### src/verilog/usi_flags_defs.vh
`ifndef USI_FLAGS_DEFS_VH
`define USI_FLAGS_DEFS_VH
// register byte addresses
`define ADDR_STATUS    12'h000
`define ADDR_CONTROL   12'h004
`define ADDR_DATA      12'h008
`define ADDR_PORT      12'h00c
// status fields
`define ST_START       7
`define ST_OVF         6
`define ST_STOP        5
`define ST_COLL        4
// control fields
`define CT_START_IE    7
`define CT_OVF_IE      6
`define CT_WM_HI       5
`define CT_WM_LO       4
`define CT_CS_HI       3
`define CT_CS_LO       2
`define CT_CLK         1
`define CT_TOGGLE      0
// port/direction register fields
`define PT_DATA_OUT    0
`define PT_CLK_OUT     1
`define PT_DATA_DIR    2
`define PT_CLK_DIR     3
`define PT_GIE         4
// wire modes
`define WM_OFF         2'h0
`define WM_THREE       2'h1
`define WM_TWO         2'h2
`define WM_TWO_HOLD    2'h3
// reset values
`define CONTROL_RST    8'h00
`define PORT_RST       8'h03
`endif

### src/verilog/usi_flags.v
// What this block does
// - overflow flag sets on counter wrap 15 to 0
// - overflow irq when flag, enable, global enable
// - write one clears overflow, releases hold
// - pending overflow irq wakes from idle
// - stop flag set on stop, no irq
// - collision is msb differing from data pin
// - counter readable and writable in status
// - counter counts external, timer or software clock
// - external source plus strobe bit: toggle clocks counter
// - external clock counts with no wire mode
// - start irq when flag, enable, global enable
// - overflow irq taken once enables are set
// - wire mode affects outputs, hold and detector only
// - mode 00 disables outputs, hold, detector
// - three-wire: shift msb replaces port data
// - three-wire clock from port toggle
// - two-wire pins open-collector, gated by direction
// - data pulled low if msb or port zero
// - clock pulled low if port zero or hold
// - start condition holds clock until flag cleared
// - two-wire disables pull-ups
// - mode 11 also holds clock on overflow
// - start flag set by detector, cleared by one
// - output latch: msb changes while clock low for external sources, passes through for internal ones; opposite the sampling edge only for rising-edge source 10
// - software strobe shifts and counts once
`include "usi_flags_defs.vh"
`timescale 1ns/1ps
`default_nettype none
module usi_flags (
  // clock and reset
  input  wire        ref_clk,
  input  wire        nrst,
  // apb slave
  input  wire        psel,
  input  wire        penable,
  input  wire        pwrite,
  input  wire [11:0] paddr,
  input  wire [31:0] pwdata,
  output reg  [31:0] prdata,
  output wire        pready,
  output wire        pslverr,
  // timer compare match, same clock domain
  input  wire        timerMatch,
  // serial data pin
  input  wire        dataPinIn,
  output reg         dataPinOut,
  output reg         dataPinOe,
  output reg         dataPullup,
  // serial clock pin
  input  wire        clockPinIn,
  output reg         clockPinOut,
  output reg         clockPinOe,
  output reg         clockPullup,
  // cpu side
  output wire        overflowIrq,
  output wire        startIrq,
  output wire        idleWake
);

  reg  [7:0] control;
  reg  [7:0] shiftData;
  reg  [7:0] portReg;
  reg  [3:0] counterValue;
  reg        overflowFlag;
  reg        startFlag;
  reg        stopFlag;
  reg        outLatch;
  reg        startHold;
  reg  [2:0] dataSync;
  reg  [2:0] clockSync;
  reg        dataLevel;
  reg        clockLevel;

  wire [1:0] wireMode  = control[`CT_WM_HI:`CT_WM_LO];
  wire [1:0] clkSource = control[`CT_CS_HI:`CT_CS_LO];
  wire       twoWire   = wireMode[1];
  wire       gie       = portReg[`PT_GIE];

  function isReg;
    input [11:0] a;
    input [11:0] target;
    begin
      isReg = (a == target);
    end
  endfunction

  wire access  = psel & penable;
  wire wrEn    = access & pwrite;
  wire wrStat  = wrEn & isReg(paddr, `ADDR_STATUS);
  wire wrCtrl  = wrEn & isReg(paddr, `ADDR_CONTROL);
  wire wrData  = wrEn & isReg(paddr, `ADDR_DATA);
  wire wrPort  = wrEn & isReg(paddr, `ADDR_PORT);
  wire mapped  = isReg(paddr, `ADDR_STATUS) | isReg(paddr, `ADDR_CONTROL) |
                 isReg(paddr, `ADDR_DATA) | isReg(paddr, `ADDR_PORT);
  assign pready  = 1'b1;
  assign pslverr = access & ~mapped;

  // pins come from outside: three stages, accept change when 2nd and 3rd agree
  always @(posedge ref_clk or negedge nrst) begin
    if (!nrst) begin
      dataSync   <= 3'h7;
      clockSync  <= 3'h7;
      dataLevel  <= 1'b1;
      clockLevel <= 1'b1;
    end else begin
      dataSync  <= {dataSync[1:0], dataPinIn};
      clockSync <= {clockSync[1:0], clockPinIn};
      if (dataSync[1] == dataSync[2])
        dataLevel <= dataSync[2];
      if (clockSync[1] == clockSync[2])
        clockLevel <= clockSync[2];
    end
  end

  reg dataPrev;
  reg clockPrev;
  always @(posedge ref_clk or negedge nrst) begin
    if (!nrst) begin
      dataPrev  <= 1'b1;
      clockPrev <= 1'b1;
    end else begin
      dataPrev  <= dataLevel;
      clockPrev <= clockLevel;
    end
  end

  wire clockRise = clockLevel & ~clockPrev;
  wire clockFall = ~clockLevel & clockPrev;
  wire clockEdge = clockRise | clockFall;
  wire dataFall  = ~dataLevel & dataPrev;
  wire dataRise  = dataLevel & ~dataPrev;

  // software strobes are one-shot writes; toggle reads back as zero, clock bit reads back set when written with an external source
  wire strobeClk    = wrCtrl & pwdata[`CT_CLK];
  wire strobeToggle = wrCtrl & pwdata[`CT_TOGGLE];

  // shift and count sources, external clock usable in any wire mode
  reg shiftTick;
  reg countTick;
  always @* begin
    shiftTick = 1'b0;
    countTick = 1'b0;
    case (clkSource)
      2'h0: begin
        shiftTick = strobeClk;
        countTick = strobeClk;
      end
      2'h1: begin
        shiftTick = timerMatch;
        countTick = timerMatch;
      end
      default: begin
        shiftTick = clkSource[0] ? clockFall : clockRise;
        countTick = control[`CT_CLK] ? strobeToggle : clockEdge;
      end
    endcase
  end

  wire [4:0] countSum = {1'b0, counterValue} + 5'h01;
  wire       wrapEvent = countTick & countSum[4];

  // start and stop conditions seen only in two-wire modes
  // detector off outside two-wire
  wire startCond = twoWire & dataFall & clockLevel;
  wire stopCond  = twoWire & dataRise & clockLevel;

  always @(posedge ref_clk or negedge nrst) begin
    if (!nrst) begin
      control      <= `CONTROL_RST;
      portReg      <= `PORT_RST;
      shiftData    <= 8'h00;
      counterValue <= 4'h0;
      overflowFlag <= 1'b0;
      startFlag    <= 1'b0;
      stopFlag     <= 1'b0;
      startHold    <= 1'b0;
    end else begin
      if (wrCtrl)
        control <= {pwdata[7:2], pwdata[`CT_CLK] & pwdata[`CT_CS_HI], 1'b0};
      if (wrPort)
        portReg <= {3'h0, pwdata[4:0]};
      // toggle strobe flips clock port bit
      else if (strobeToggle)
        portReg[`PT_CLK_OUT] <= ~portReg[`PT_CLK_OUT];
      // cpu write wins over a shift in the same cycle
      if (wrData)
        shiftData <= pwdata[7:0];
      else if (shiftTick)
        shiftData <= {shiftData[6:0], dataLevel};
      if (wrStat)
        counterValue <= pwdata[3:0];
      else if (countTick)
        counterValue <= countSum[3:0];
      if (wrapEvent)
        overflowFlag <= 1'b1;
      else if (wrStat & pwdata[`ST_OVF])
        overflowFlag <= 1'b0;
      if (startCond)
        startFlag <= 1'b1;
      else if (wrStat & pwdata[`ST_START])
        startFlag <= 1'b0;
      if (stopCond)
        stopFlag <= 1'b1;
      else if (wrStat & pwdata[`ST_STOP])
        stopFlag <= 1'b0;
      // hold armed by start, engaged at next clock fall
      if (!twoWire || !startFlag)
        startHold <= 1'b0;
      else if (clockFall && portReg[`PT_CLK_DIR])
        startHold <= 1'b1;
    end
  end

  // latch transparent for internal clocks, else open while clock low
  always @(posedge ref_clk or negedge nrst) begin
    if (!nrst)
      outLatch <= 1'b0;
    else if (!clkSource[1] || !clockLevel)
      outLatch <= wrData ? pwdata[7] : shiftData[7];
  end

  // overflow hold only in mode 11
  wire ovfHold  = (wireMode == `WM_TWO_HOLD) & overflowFlag;
  wire clkLow   = ~portReg[`PT_CLK_OUT] | startHold | ovfHold;
  wire dataLow  = ~outLatch | ~portReg[`PT_DATA_OUT];

  // pin drivers, registered; enable low means driving
  always @(posedge ref_clk or negedge nrst) begin
    if (!nrst) begin
      dataPinOut  <= 1'b1;
      dataPinOe   <= 1'b1;
      dataPullup  <= 1'b0;
      clockPinOut <= 1'b1;
      clockPinOe  <= 1'b1;
      clockPullup <= 1'b0;
    end else begin
      case (wireMode)
        `WM_THREE: begin
          dataPinOut  <= outLatch;
          dataPinOe   <= ~portReg[`PT_DATA_DIR];
          dataPullup  <= ~portReg[`PT_DATA_DIR] & portReg[`PT_DATA_OUT];
          clockPinOut <= portReg[`PT_CLK_OUT];
          clockPinOe  <= ~portReg[`PT_CLK_DIR];
          clockPullup <= ~portReg[`PT_CLK_DIR] & portReg[`PT_CLK_OUT];
        end
        `WM_TWO, `WM_TWO_HOLD: begin
          dataPinOut  <= 1'b0;
          dataPinOe   <= ~(portReg[`PT_DATA_DIR] & dataLow);
          clockPinOut <= 1'b0;
          clockPinOe  <= ~(portReg[`PT_CLK_DIR] & clkLow);
          dataPullup  <= 1'b0;
          clockPullup <= 1'b0;
        end
        default: begin
          dataPinOut  <= portReg[`PT_DATA_OUT];
          dataPinOe   <= ~portReg[`PT_DATA_DIR];
          dataPullup  <= ~portReg[`PT_DATA_DIR] & portReg[`PT_DATA_OUT];
          clockPinOut <= portReg[`PT_CLK_OUT];
          clockPinOe  <= ~portReg[`PT_CLK_DIR];
          clockPullup <= ~portReg[`PT_CLK_DIR] & portReg[`PT_CLK_OUT];
        end
      endcase
    end
  end

  wire collision = shiftData[7] ^ dataLevel;

  assign overflowIrq = overflowFlag & control[`CT_OVF_IE] & gie;
  assign startIrq    = startFlag & control[`CT_START_IE] & gie;
  // wake from idle on pending overflow
  assign idleWake    = overflowFlag & control[`CT_OVF_IE];

  always @* begin
    prdata = 32'h00000000;
    if (psel & ~pwrite) begin
      case (paddr)
        `ADDR_STATUS:  prdata = {24'h000000, startFlag, overflowFlag, stopFlag, collision, counterValue};
        `ADDR_CONTROL: prdata = {24'h000000, control};
        `ADDR_DATA:    prdata = {24'h000000, shiftData};
        `ADDR_PORT:    prdata = {24'h000000, portReg};
        default:       prdata = 32'h00000000;
      endcase
    end
  end

endmodule // usi_flags
`default_nettype wire

### config.mk
export PLATFORM = sky130hd
export DESIGN_NAME = usi_flags
export DESIGN_NICKNAME = d
export VERILOG_FILES = /design/src/verilog/usi_flags.v
export VERILOG_INCLUDE_DIRS = /design/src /design/src/verilog
export SDC_FILE = /design/constraint.sdc
export NUM_CORES = 1
export LEC_CHECK = 0
export ABC_AREA = 1
export BUFFER_PORTS_ARGS = -buffer_cell sky130_fd_sc_hd__buf_2
export CAP_MARGIN = 20
export CORE_MARGIN = 2
export CORE_UTILIZATION = 45
export CTS_BUF_LIST = sky130_fd_sc_hd__clkbuf_16
export CTS_CLUSTER_DIAMETER = 200
export CTS_CLUSTER_SIZE = 20
export DETAILED_ROUTE_END_ITERATION = 7
export GPL_TIMING_DRIVEN = 0
export MAX_ROUTING_LAYER = met4
export PLACE_DENSITY_LB_ADDON = 0.1
export SYNTH_ARGS = -nofsm -noshare
export SYNTH_HDL_FRONTEND = slang
export SYNTH_SLANG_ARGS = --single-unit
### constraint.sdc
create_clock -name ref_clk -period 1.72 [get_ports ref_clk]
set_clock_uncertainty 0.05 [all_clocks]
set_input_delay 0.172 -clock ref_clk [delete_from_list [all_inputs] [get_ports ref_clk]]
set_output_delay 0.172 -clock ref_clk [all_outputs]
set_load 0.05 [all_outputs]
==> summary.md, run 1 <==
| Metric | Value |
|---|---|
| Pwr dens | `791 nW/um^2` |
| Peak Freq | `603 MHz` |
| # setup viols final | `0` |
| H-tree levels | `2` |
| Commonest non-fill, non-tap cell in the layout | `nand2_1` |
| Clock sinks | `45` |
| Run status | `finished, final reports clean` |
| Initial DRC Count | `204` |
| Worst path cell trace | `xor2_1 -> nand3_1 -> nand4_1 -> nand2_1 -> inv_2 -> buf_8` |
| Least-Margin Pin Slew | `531 ps` |
| Wire length per cell | `14.0 um` |
| Met3 routed WL | `438 um` |
| Vias in the first global route | `2075` |
| Switching Share | `31.2%` |
| CP max-delay cell | `dfstp_2` |
| GRT Total Usage | `21.4%` |
| Core Region | `5820 sq um` |
| Int Power | `1.95 mW` |
| Die width | `80.9 um` |
| Seq pwr share | `43.7%` |
| DR top layer | `met4` |
| Net count of the finished layout | `464` |
| Vias | `2402` |
| Hold Startpoint | `pwdata[4]` |
| First-pass GRT wire length | `10100 um` |
| Startpoint types | `register` |
| Mapped Cells | `316` |
| Area growth syn-to-layout | `34.8%` |
| CP Launch Point | `dataLevel` |
| CP Capture Type | `primary output` |
| Max Cap Violations | `0` |
| Buf+Inv Stages, Crit Path | `2` |
| Via density | `4.95` |
| Fill cells | `527` |
| Crit Path Category | `reg -> out` |
| Metal-1 WL | `2920 um` |
| Delay-heaviest family, CP | `flip-flops` |
| RSZ-0062 raised after global routing | `true` |
| Avg Inst Size Synth | `8.42 sq um` |
| Hold crit path type | `in -> reg` |
| Mapped Area | `2660 sq um` |
| Root Driver | `clkbuf_16` |
| Initial antenna violation count | `0` |
| Crit path required time | `1500 ps` |
| Clk buf depth | `2` |
| Final hold vios | `0` |
| DP HPWL | `4690 um` |
| Critical R2R Launch | `clockLevel` |
| Drt drc | `0` |
| Max FO, Critical Path | `2` |
| Io pins | `95` |
| NetSw | `0.885 mW` |
| Final worst-path cycle share | `96.4%` |
| Clock power frac | `34.0%` |
| Slew margin rel. | `64.6%` |
| Worst Path Arrival | `1440 ps` |
| Total power draw | `2.84 mW` |
| Commonest cells after routing, fill and taps aside | `51 x nand2_1, 38 x inv_1, 36 x buf_2, 36 x buf_4, 29 x dfrtp_1` |
| Largest net degree at the start of global routing | `46` |
| Seq/Total Area, Yosys | `43.1%` |
| Count of pins over their slew limit | `0` |
| CTS tree | `yes` |
| Ant diodes | `0` |
| Distinct cells, synth | `36` |
| Area of the die | `6540 sq um` |
| Final wirelength | `6810 um` |
| Peak supply drop | `0.000613 V` |
| Synth warn | `0` |
| Crit path largest cell delay | `560 ps` |
| Height of the die | `80.9 um` |
| Layout cells sized above 1 | `41.0%` |
| Clk_lat worst skew | `290 ps` |
| Setup slack after layout | `61.9 ps` |
| Site Rows | `28` |
| Total CTS buffers | `5` |
| Post-route ant nets | `0` |
| Met2 wire len | `3260 um` |
| Grt total ovfl | `0` |
| I/O Buffers | `45` |
| Crit path time final | `1660 ps` |
| RePlAce Congestion | `0.861` |
| Register clock-pin slew on the reported worst setup and hold paths | `70 ps` |
| Worst slack at placement | `-306 ps` |
| DRT Pass-1 Iters | `4` |
| Leak | `1.77 nW` |
| Post-synthesis register bit count | `45` |
| Initial Util | `45.8%` |
| Comb power frac | `22.3%` |
==> metal layers <==
| metal | track usage (%) | vias to the layer above |
|---|---|---|
| met5 | - | - |
| met4 | 6.61 | 0 |
| met3 | 3.33 | 13 |
| met2 | 34.3 | 93 |
| met1 | 28.1 | 1121 |
| li1 | - | 1175 |
==> sequential cells by signal, indices dropped and copies added, names as in the netlist, 3 cells and up <==
signal	cells
clockSync	3
control	7
counterValue	4
dataSync	3
portReg	5
shiftData	8
==> power by group through the flow <==
stage	clock network, mW	logic (mW)	registers [mW]
detailed placement	0	0.571	1.26
global route	1.04	0.703	1.25
global placement	0	0.562	1.26
floorplan	0	0.461	1.24
CTS	0.989	0.589	1.24
finish	0.964	0.634	1.24
==> cell families after synthesis <==
kind of cell               share of synthesized area (%)
and+or+nand+nor                                     24.9
buffers and inverters                               15.4
AOI/OAI and AO/OA                                   13.3
DFF                                                 43.1
adders and majority gates                           2.16
xor gates and xnor gates                           0.987
other                                              0.282
==> cell type report <==
| class | instances | area (sq um) | area share, % |
|---|---|---|---|
| clock inverter | 3 | 21.3 | 0.593 |
| multi-input combinational | 219 | 1300 | 36.2 |
| timing repair buffer | 63 | 487 | 13.6 |
| tap | 75 | 93.8 | 2.62 |
| inverter | 44 | 165 | 4.60 |
| sequential | 45 | 1150 | 31.9 |
| clock buffer | 5 | 125 | 3.49 |
| buffer | 31 | 250 | 6.98 |
==> Yosys cell counts, drive strengths merged <==
master / number / share of area, %
nand2: 60 / 9.5
inv: 44 / 6.2
o21ai: 40 / 9.6
nor2: 32 / 5.6
buf: 30 / 9.0
dfrtp: 29 / 27
nand3: 22 / 5.0
dfstp: 16 / 16
nand4: 11 / 2.6
nor3: 7 / 2.2
a21oi: 4 / 0.75
ha: 3 / 1.4
xor2: 3 / 0.99
conb: 2 / 0.28
maj3: 2 / 0.75
o211ai: 2 / 0.56
o22ai: 2 / 0.47
a2111o: 1 / 0.42
a211oi: 1 / 0.28
a31oi: 1 / 0.24
clkbuf: 1 / 0.14
o21a: 1 / 0.28
o31ai: 1 / 0.28
o41ai: 1 / 0.33
==> stage by stage <==
step	hold WS, ps	setup TNS [ps]	instance area, sq um	instances	utilization (%)
after floorplan	-174	-512	2770	339	-
after global placement	227	-3230	3090	459	53.1
after detailed placement	229	-3170	3090	459	53.1
after CTS	37.6	-3.39	3320	473	57.0
after global routing	76.7	-80.1	3590	485	61.7
final	63.2	0	3590	485	61.7
==> path summary, 6_finish.rpt <==
kind                                end  slack [ps]  cells after the start
max                           prdata[4]          60                      6
min                          portReg[4]          60                      3
max reg2reg                shiftData[5]         120                      7
min reg2reg                 dataSync[1]         310                      0
max in group asynchronous      dataPrev         690                      3
min in group asynchronous    control[2]         350                      2
==> worst min-delay path: cells and delay by family <==
family	cells	cell delay, ps
compound gates	1	50
buf+inv	1	90
simple gates	1	50
==> repair_timing <==
| item | CTS | global route |
|---|---|---|
| setup endpoints to repair | 16 | 15 |
| pin swaps | 2 | 19 |
| gates resized for setup | 12 | 40 |
| buffers inserted | 4 | 9 |
| endpoints found under the hold margin | 2 | 14 |
| cloned | 0 | 1 |
| hold buffers | 2 | 1 |
(Power assumes the default switching activity.)
==> run 2: changes to the inputs <==
--- a/config.mk
+++ b/config.mk
@@ -6,11 +6,10 @@
 export SDC_FILE = /design/constraint.sdc
 export NUM_CORES = 1
 export LEC_CHECK = 0
-export ABC_AREA = 1
 export BUFFER_PORTS_ARGS = -buffer_cell sky130_fd_sc_hd__buf_2
 export CAP_MARGIN = 20
 export CORE_MARGIN = 2
-export CORE_UTILIZATION = 45
+export CORE_UTILIZATION = 44
 export CTS_BUF_LIST = sky130_fd_sc_hd__clkbuf_16
 export CTS_CLUSTER_DIAMETER = 200
 export CTS_CLUSTER_SIZE = 20
==> summary.md, run 2 <==
| Metric | Value |
|---|---|
| Largest net degree at the start of global routing | `46 (unchanged)` |
| Final worst-path cycle share | `113% (+16 points)` |
| Delay-heaviest family, CP | `flip-flops` |
| Buf+Inv Stages, Crit Path | `2 (unchanged)` |
| Setup slack after layout | `-219 ps (-281 ps)` |
| Run status | `finished, violations left` |
| Area of the die | `6290 sq um (-3.8%)` |
| Site Rows | `27 (-3.6%)` |
| Final hold vios | `0 (unchanged)` |
| Worst Path Arrival | `2070 ps (+630 ps)` |
| Design Area, Final | `3410 sq um (-5.0%)` |
| Clk_lat worst skew | `290 ps (about the same)` |
| Layout cells sized above 1 | `47.2% (+6.2 points)` |
| Post-DP Area | `2990 sq um (-3.2%)` |
| Register clock-pin slew on the reported worst setup and hold paths | `70 ps (about the same)` |
| Reg area | `1150 sq um (unchanged)` |
| Net count of the finished layout | `370 (-20%)` |
| Root Driver | `clkbuf_16` |
| Post-route ant nets | `0 (unchanged)` |
| Ant diodes | `0 (unchanged)` |
| Wire length per cell | `14.5 um (+3.2%)` |
| GRT Total Usage | `19.7% (-1.7 points)` |
| Final wirelength | `5620 um (-17%)` |
| Crit path time final | `1940 ps (+281 ps)` |
| First-pass GRT wire length | `9040 um (-11%)` |
| Startpoint types | `register` |
| Pwr dens | `711 nW/um^2 (-10%)` |
| Initial DRC Count | `105 (-49%)` |
| Hold crit path type | `in -> async` |
| Clock sinks | `45 (unchanged)` |
| Post-route insts no fill | `388 (-20%)` |
| Distinct cells, synth | `45 (+25%)` |
| Leak | `1.72 nW (-2.3%)` |
| Ys flop type | `dfrtp_1` |
| Io pins | `95 (unchanged)` |
| Crit path largest cell delay | `550 ps (about the same)` |
| Initial Util | `45.4% (-0.41 points)` |
| Peak Freq | `516 MHz (-14%)` |
| CTS tree | `yes` |
| Mapped Area | `2500 sq um (-6.2%)` |
| DP HPWL | `4020 um (-14%)` |
| Crit path required time | `1850 ps (+350 ps)` |
| DP Cell Count | `369 (-20%)` |
| Peak supply drop | `0.000638 V (+4.0%)` |
| Max reg flops | `8 (unchanged)` |
| Most common cell in the netlist | `dfrtp_1` |
| Least-Margin Pin Slew | `985 ps (+453 ps)` |
| Post-synth EDFFs | `0 (unchanged)` |
| Seq/Total Area, Yosys | `45.9% (+2.8 points)` |
| Max FO, Critical Path | `6 (+4)` |
| Vias in the first global route | `1779 (-14%)` |
| Largest regs | `shiftData (8), control (7), portReg (5)` |
| Max Cap Violations | `0 (unchanged)` |
| Synth warn | `0 (unchanged)` |
| Drt drc | `0 (unchanged)` |
| Area of the multi-input gates | `1370 sq um (+5.3%)` |
| Commonest cells after routing, fill and taps aside | `34 x buf_2, 33 x buf_4, 29 x dfrtp_1` |
| H-tree levels | `2 (unchanged)` |
| Count of pins over their slew limit | `0 (unchanged)` |
| Clk buf depth | `2 (unchanged)` |
| Height of the die | `79.3 um (-1.9%)` |
| DRT Pass-1 Iters | `4 (unchanged)` |
| Critical R2R Launch | `clockLevel` |
| Via density | `4.81 (-2.8%)` |
| RSZ-0062 raised after global routing | `true` |
| Fill cells | `472 (-10%)` |
| CP Launch Point | `clockLevel` |
| Dominant cell type by area after synthesis | `dfrtp_1` |
| Async SR Flop Fraction | `100% (unchanged)` |
| Avg Inst Size Synth | `10.8 sq um (+28%)` |
| Area growth syn-to-layout | `36.4%` |
| Post-synthesis register bit count | `45 (unchanged)` |
| Total CTS buffers | `5 (unchanged)` |
| Synth top area share | `29.1% (+1.8 points)` |
| Synth area leaders | `dfrtp_1 29%, dfstp_2 17%, buf_4 7.5%` |
| Hold_ws | `1.31 ps (-61.9 ps)` |
| Commonest cells in the netlist | `29 x dfrtp_1, 26 x nor2_1, 25 x buf_4` |
| Crit Path Category | `reg -> reg` |
| # setup viols final | `23 (+23)` |
| Mapped Cells | `231 (-27%)` |
| Biggest register | `shiftData` |
| Commonest non-fill, non-tap cell in the layout | `buf_2` |
| CP max-delay cell | `dfstp_2` |
| Worst path cell trace | `inv_2 -> ha_4 -> nor2b_4 -> o22ai_2 -> a211oi_4 -> buf_6 -> xnor2_2 -> mux2_2` |
| CP Capture Type | `register` |
| Grt total ovfl | `0 (unchanged)` |
| RePlAce Congestion | `0.851 (-1.1%)` |
| Die width | `79.3 um (-1.9%)` |
| Failing checks | `setup timing` |
| Slew margin rel. | `34.4% (-30 points)` |
| I/O Buffers | `43 (-4.4%)` |
| Initial antenna violation count | `0 (unchanged)` |
| Core Region | `5510 sq um (-5.3%)` |
| Vias | `1867 (-22%)` |
-- run 2: changes by cell type in the layout (fill, tap and decap cells not counted), moves of 14 or more --
cell     change
inv_1       -35
nand2_1     -36
mux2i_1     +17
o21ai_2     -16
a21oi_1     +14
o21ai_0     -14
-- run 2: routing by layer --
metal  vias up  part of all wire (%)  GRT usage (%)
met1       896                    46           27.1
met5         -                     0              -
met2        48                    47           29.9
li1        915                     -              -
met4         0                   1.6           4.83
met3         8                   5.0           4.32
-- run 2: cell type report --
type / instances / share of cell area [%]
Sequential cell: 45 / 33.6
Timing Repair Buffer: 56 / 12.1
Tap cell: 72 / 2.64
Multi-Input combinational cell: 172 / 40.1
Inverter: 4 / 0.441
Buffer: 31 / 6.61
Clock inverter: 3 / 0.771
Clock buffer: 5 / 3.67
-- run 2: timing repair --
action                                 in CTS  in global routing
hold buffers                                2                  0
resized for setup                          40                  3
pin swaps                                  13                  2
endpoints found under the hold margin       2                  0
setup endpoints to repair                  29                 27
buffers inserted                           10                  1
gates cloned                                0                  0
-- run 2: metrics by stage --
step	power, mW	utilization [%]	worst slack [ps]	setup TNS (ps)
after floorplan	1.36	-	-528	-8010
after global placement	1.44	54.3	-802	-16660
after detailed placement	1.44	54.3	-845	-17430
after CTS	2.44	61.4	-237	-3030
after global routing	2.52	61.9	-289	-4760
final	2.42	61.9	-219	-3140
-- run 2: worst register-to-register path, stage by stage (launching register included) --
cell,delay [ps]
dfstp_2,550
inv_2,50
ha_4,260
nor2b_4,130
o22ai_2,80
a211oi_4,220
buf_6,170
xnor2_2,60
mux2_2,260
-- run 2: power breakdown --
group          switching, mW  leakage (nW)  internal (mW)  total [mW]
clock                  0.425        0.0744          0.548       0.974
combinational          0.223          1.09          0.123       0.346
sequential            0.0129         0.562           1.09        1.10
-- run 2: worst paths after layout --
kind	to	slack, ps	cells after the start
setup / recovery	counterValue[0]	-220	8
hold / removal	control[1]	1	1
setup reg to reg	counterValue[0]	-220	8
hold reg to reg	clockSync[1]	310	0
max in group asynchronous	control[7]	1020	1
min in group ref_clk	portReg[1]	100	3
-- run 2: logic make-up after synthesis --
logic type | share of synthesized area [%]
AO/OA/AOI/OAI | 8.27
buffers and inverters | 9.77
AND/OR/NAND/NOR | 17.0
adder cells (fa/ha/maj) | 2.30
flip-flops | 45.9
other | 0.301
multiplexers | 15.4
XOR/XNOR | 1.05
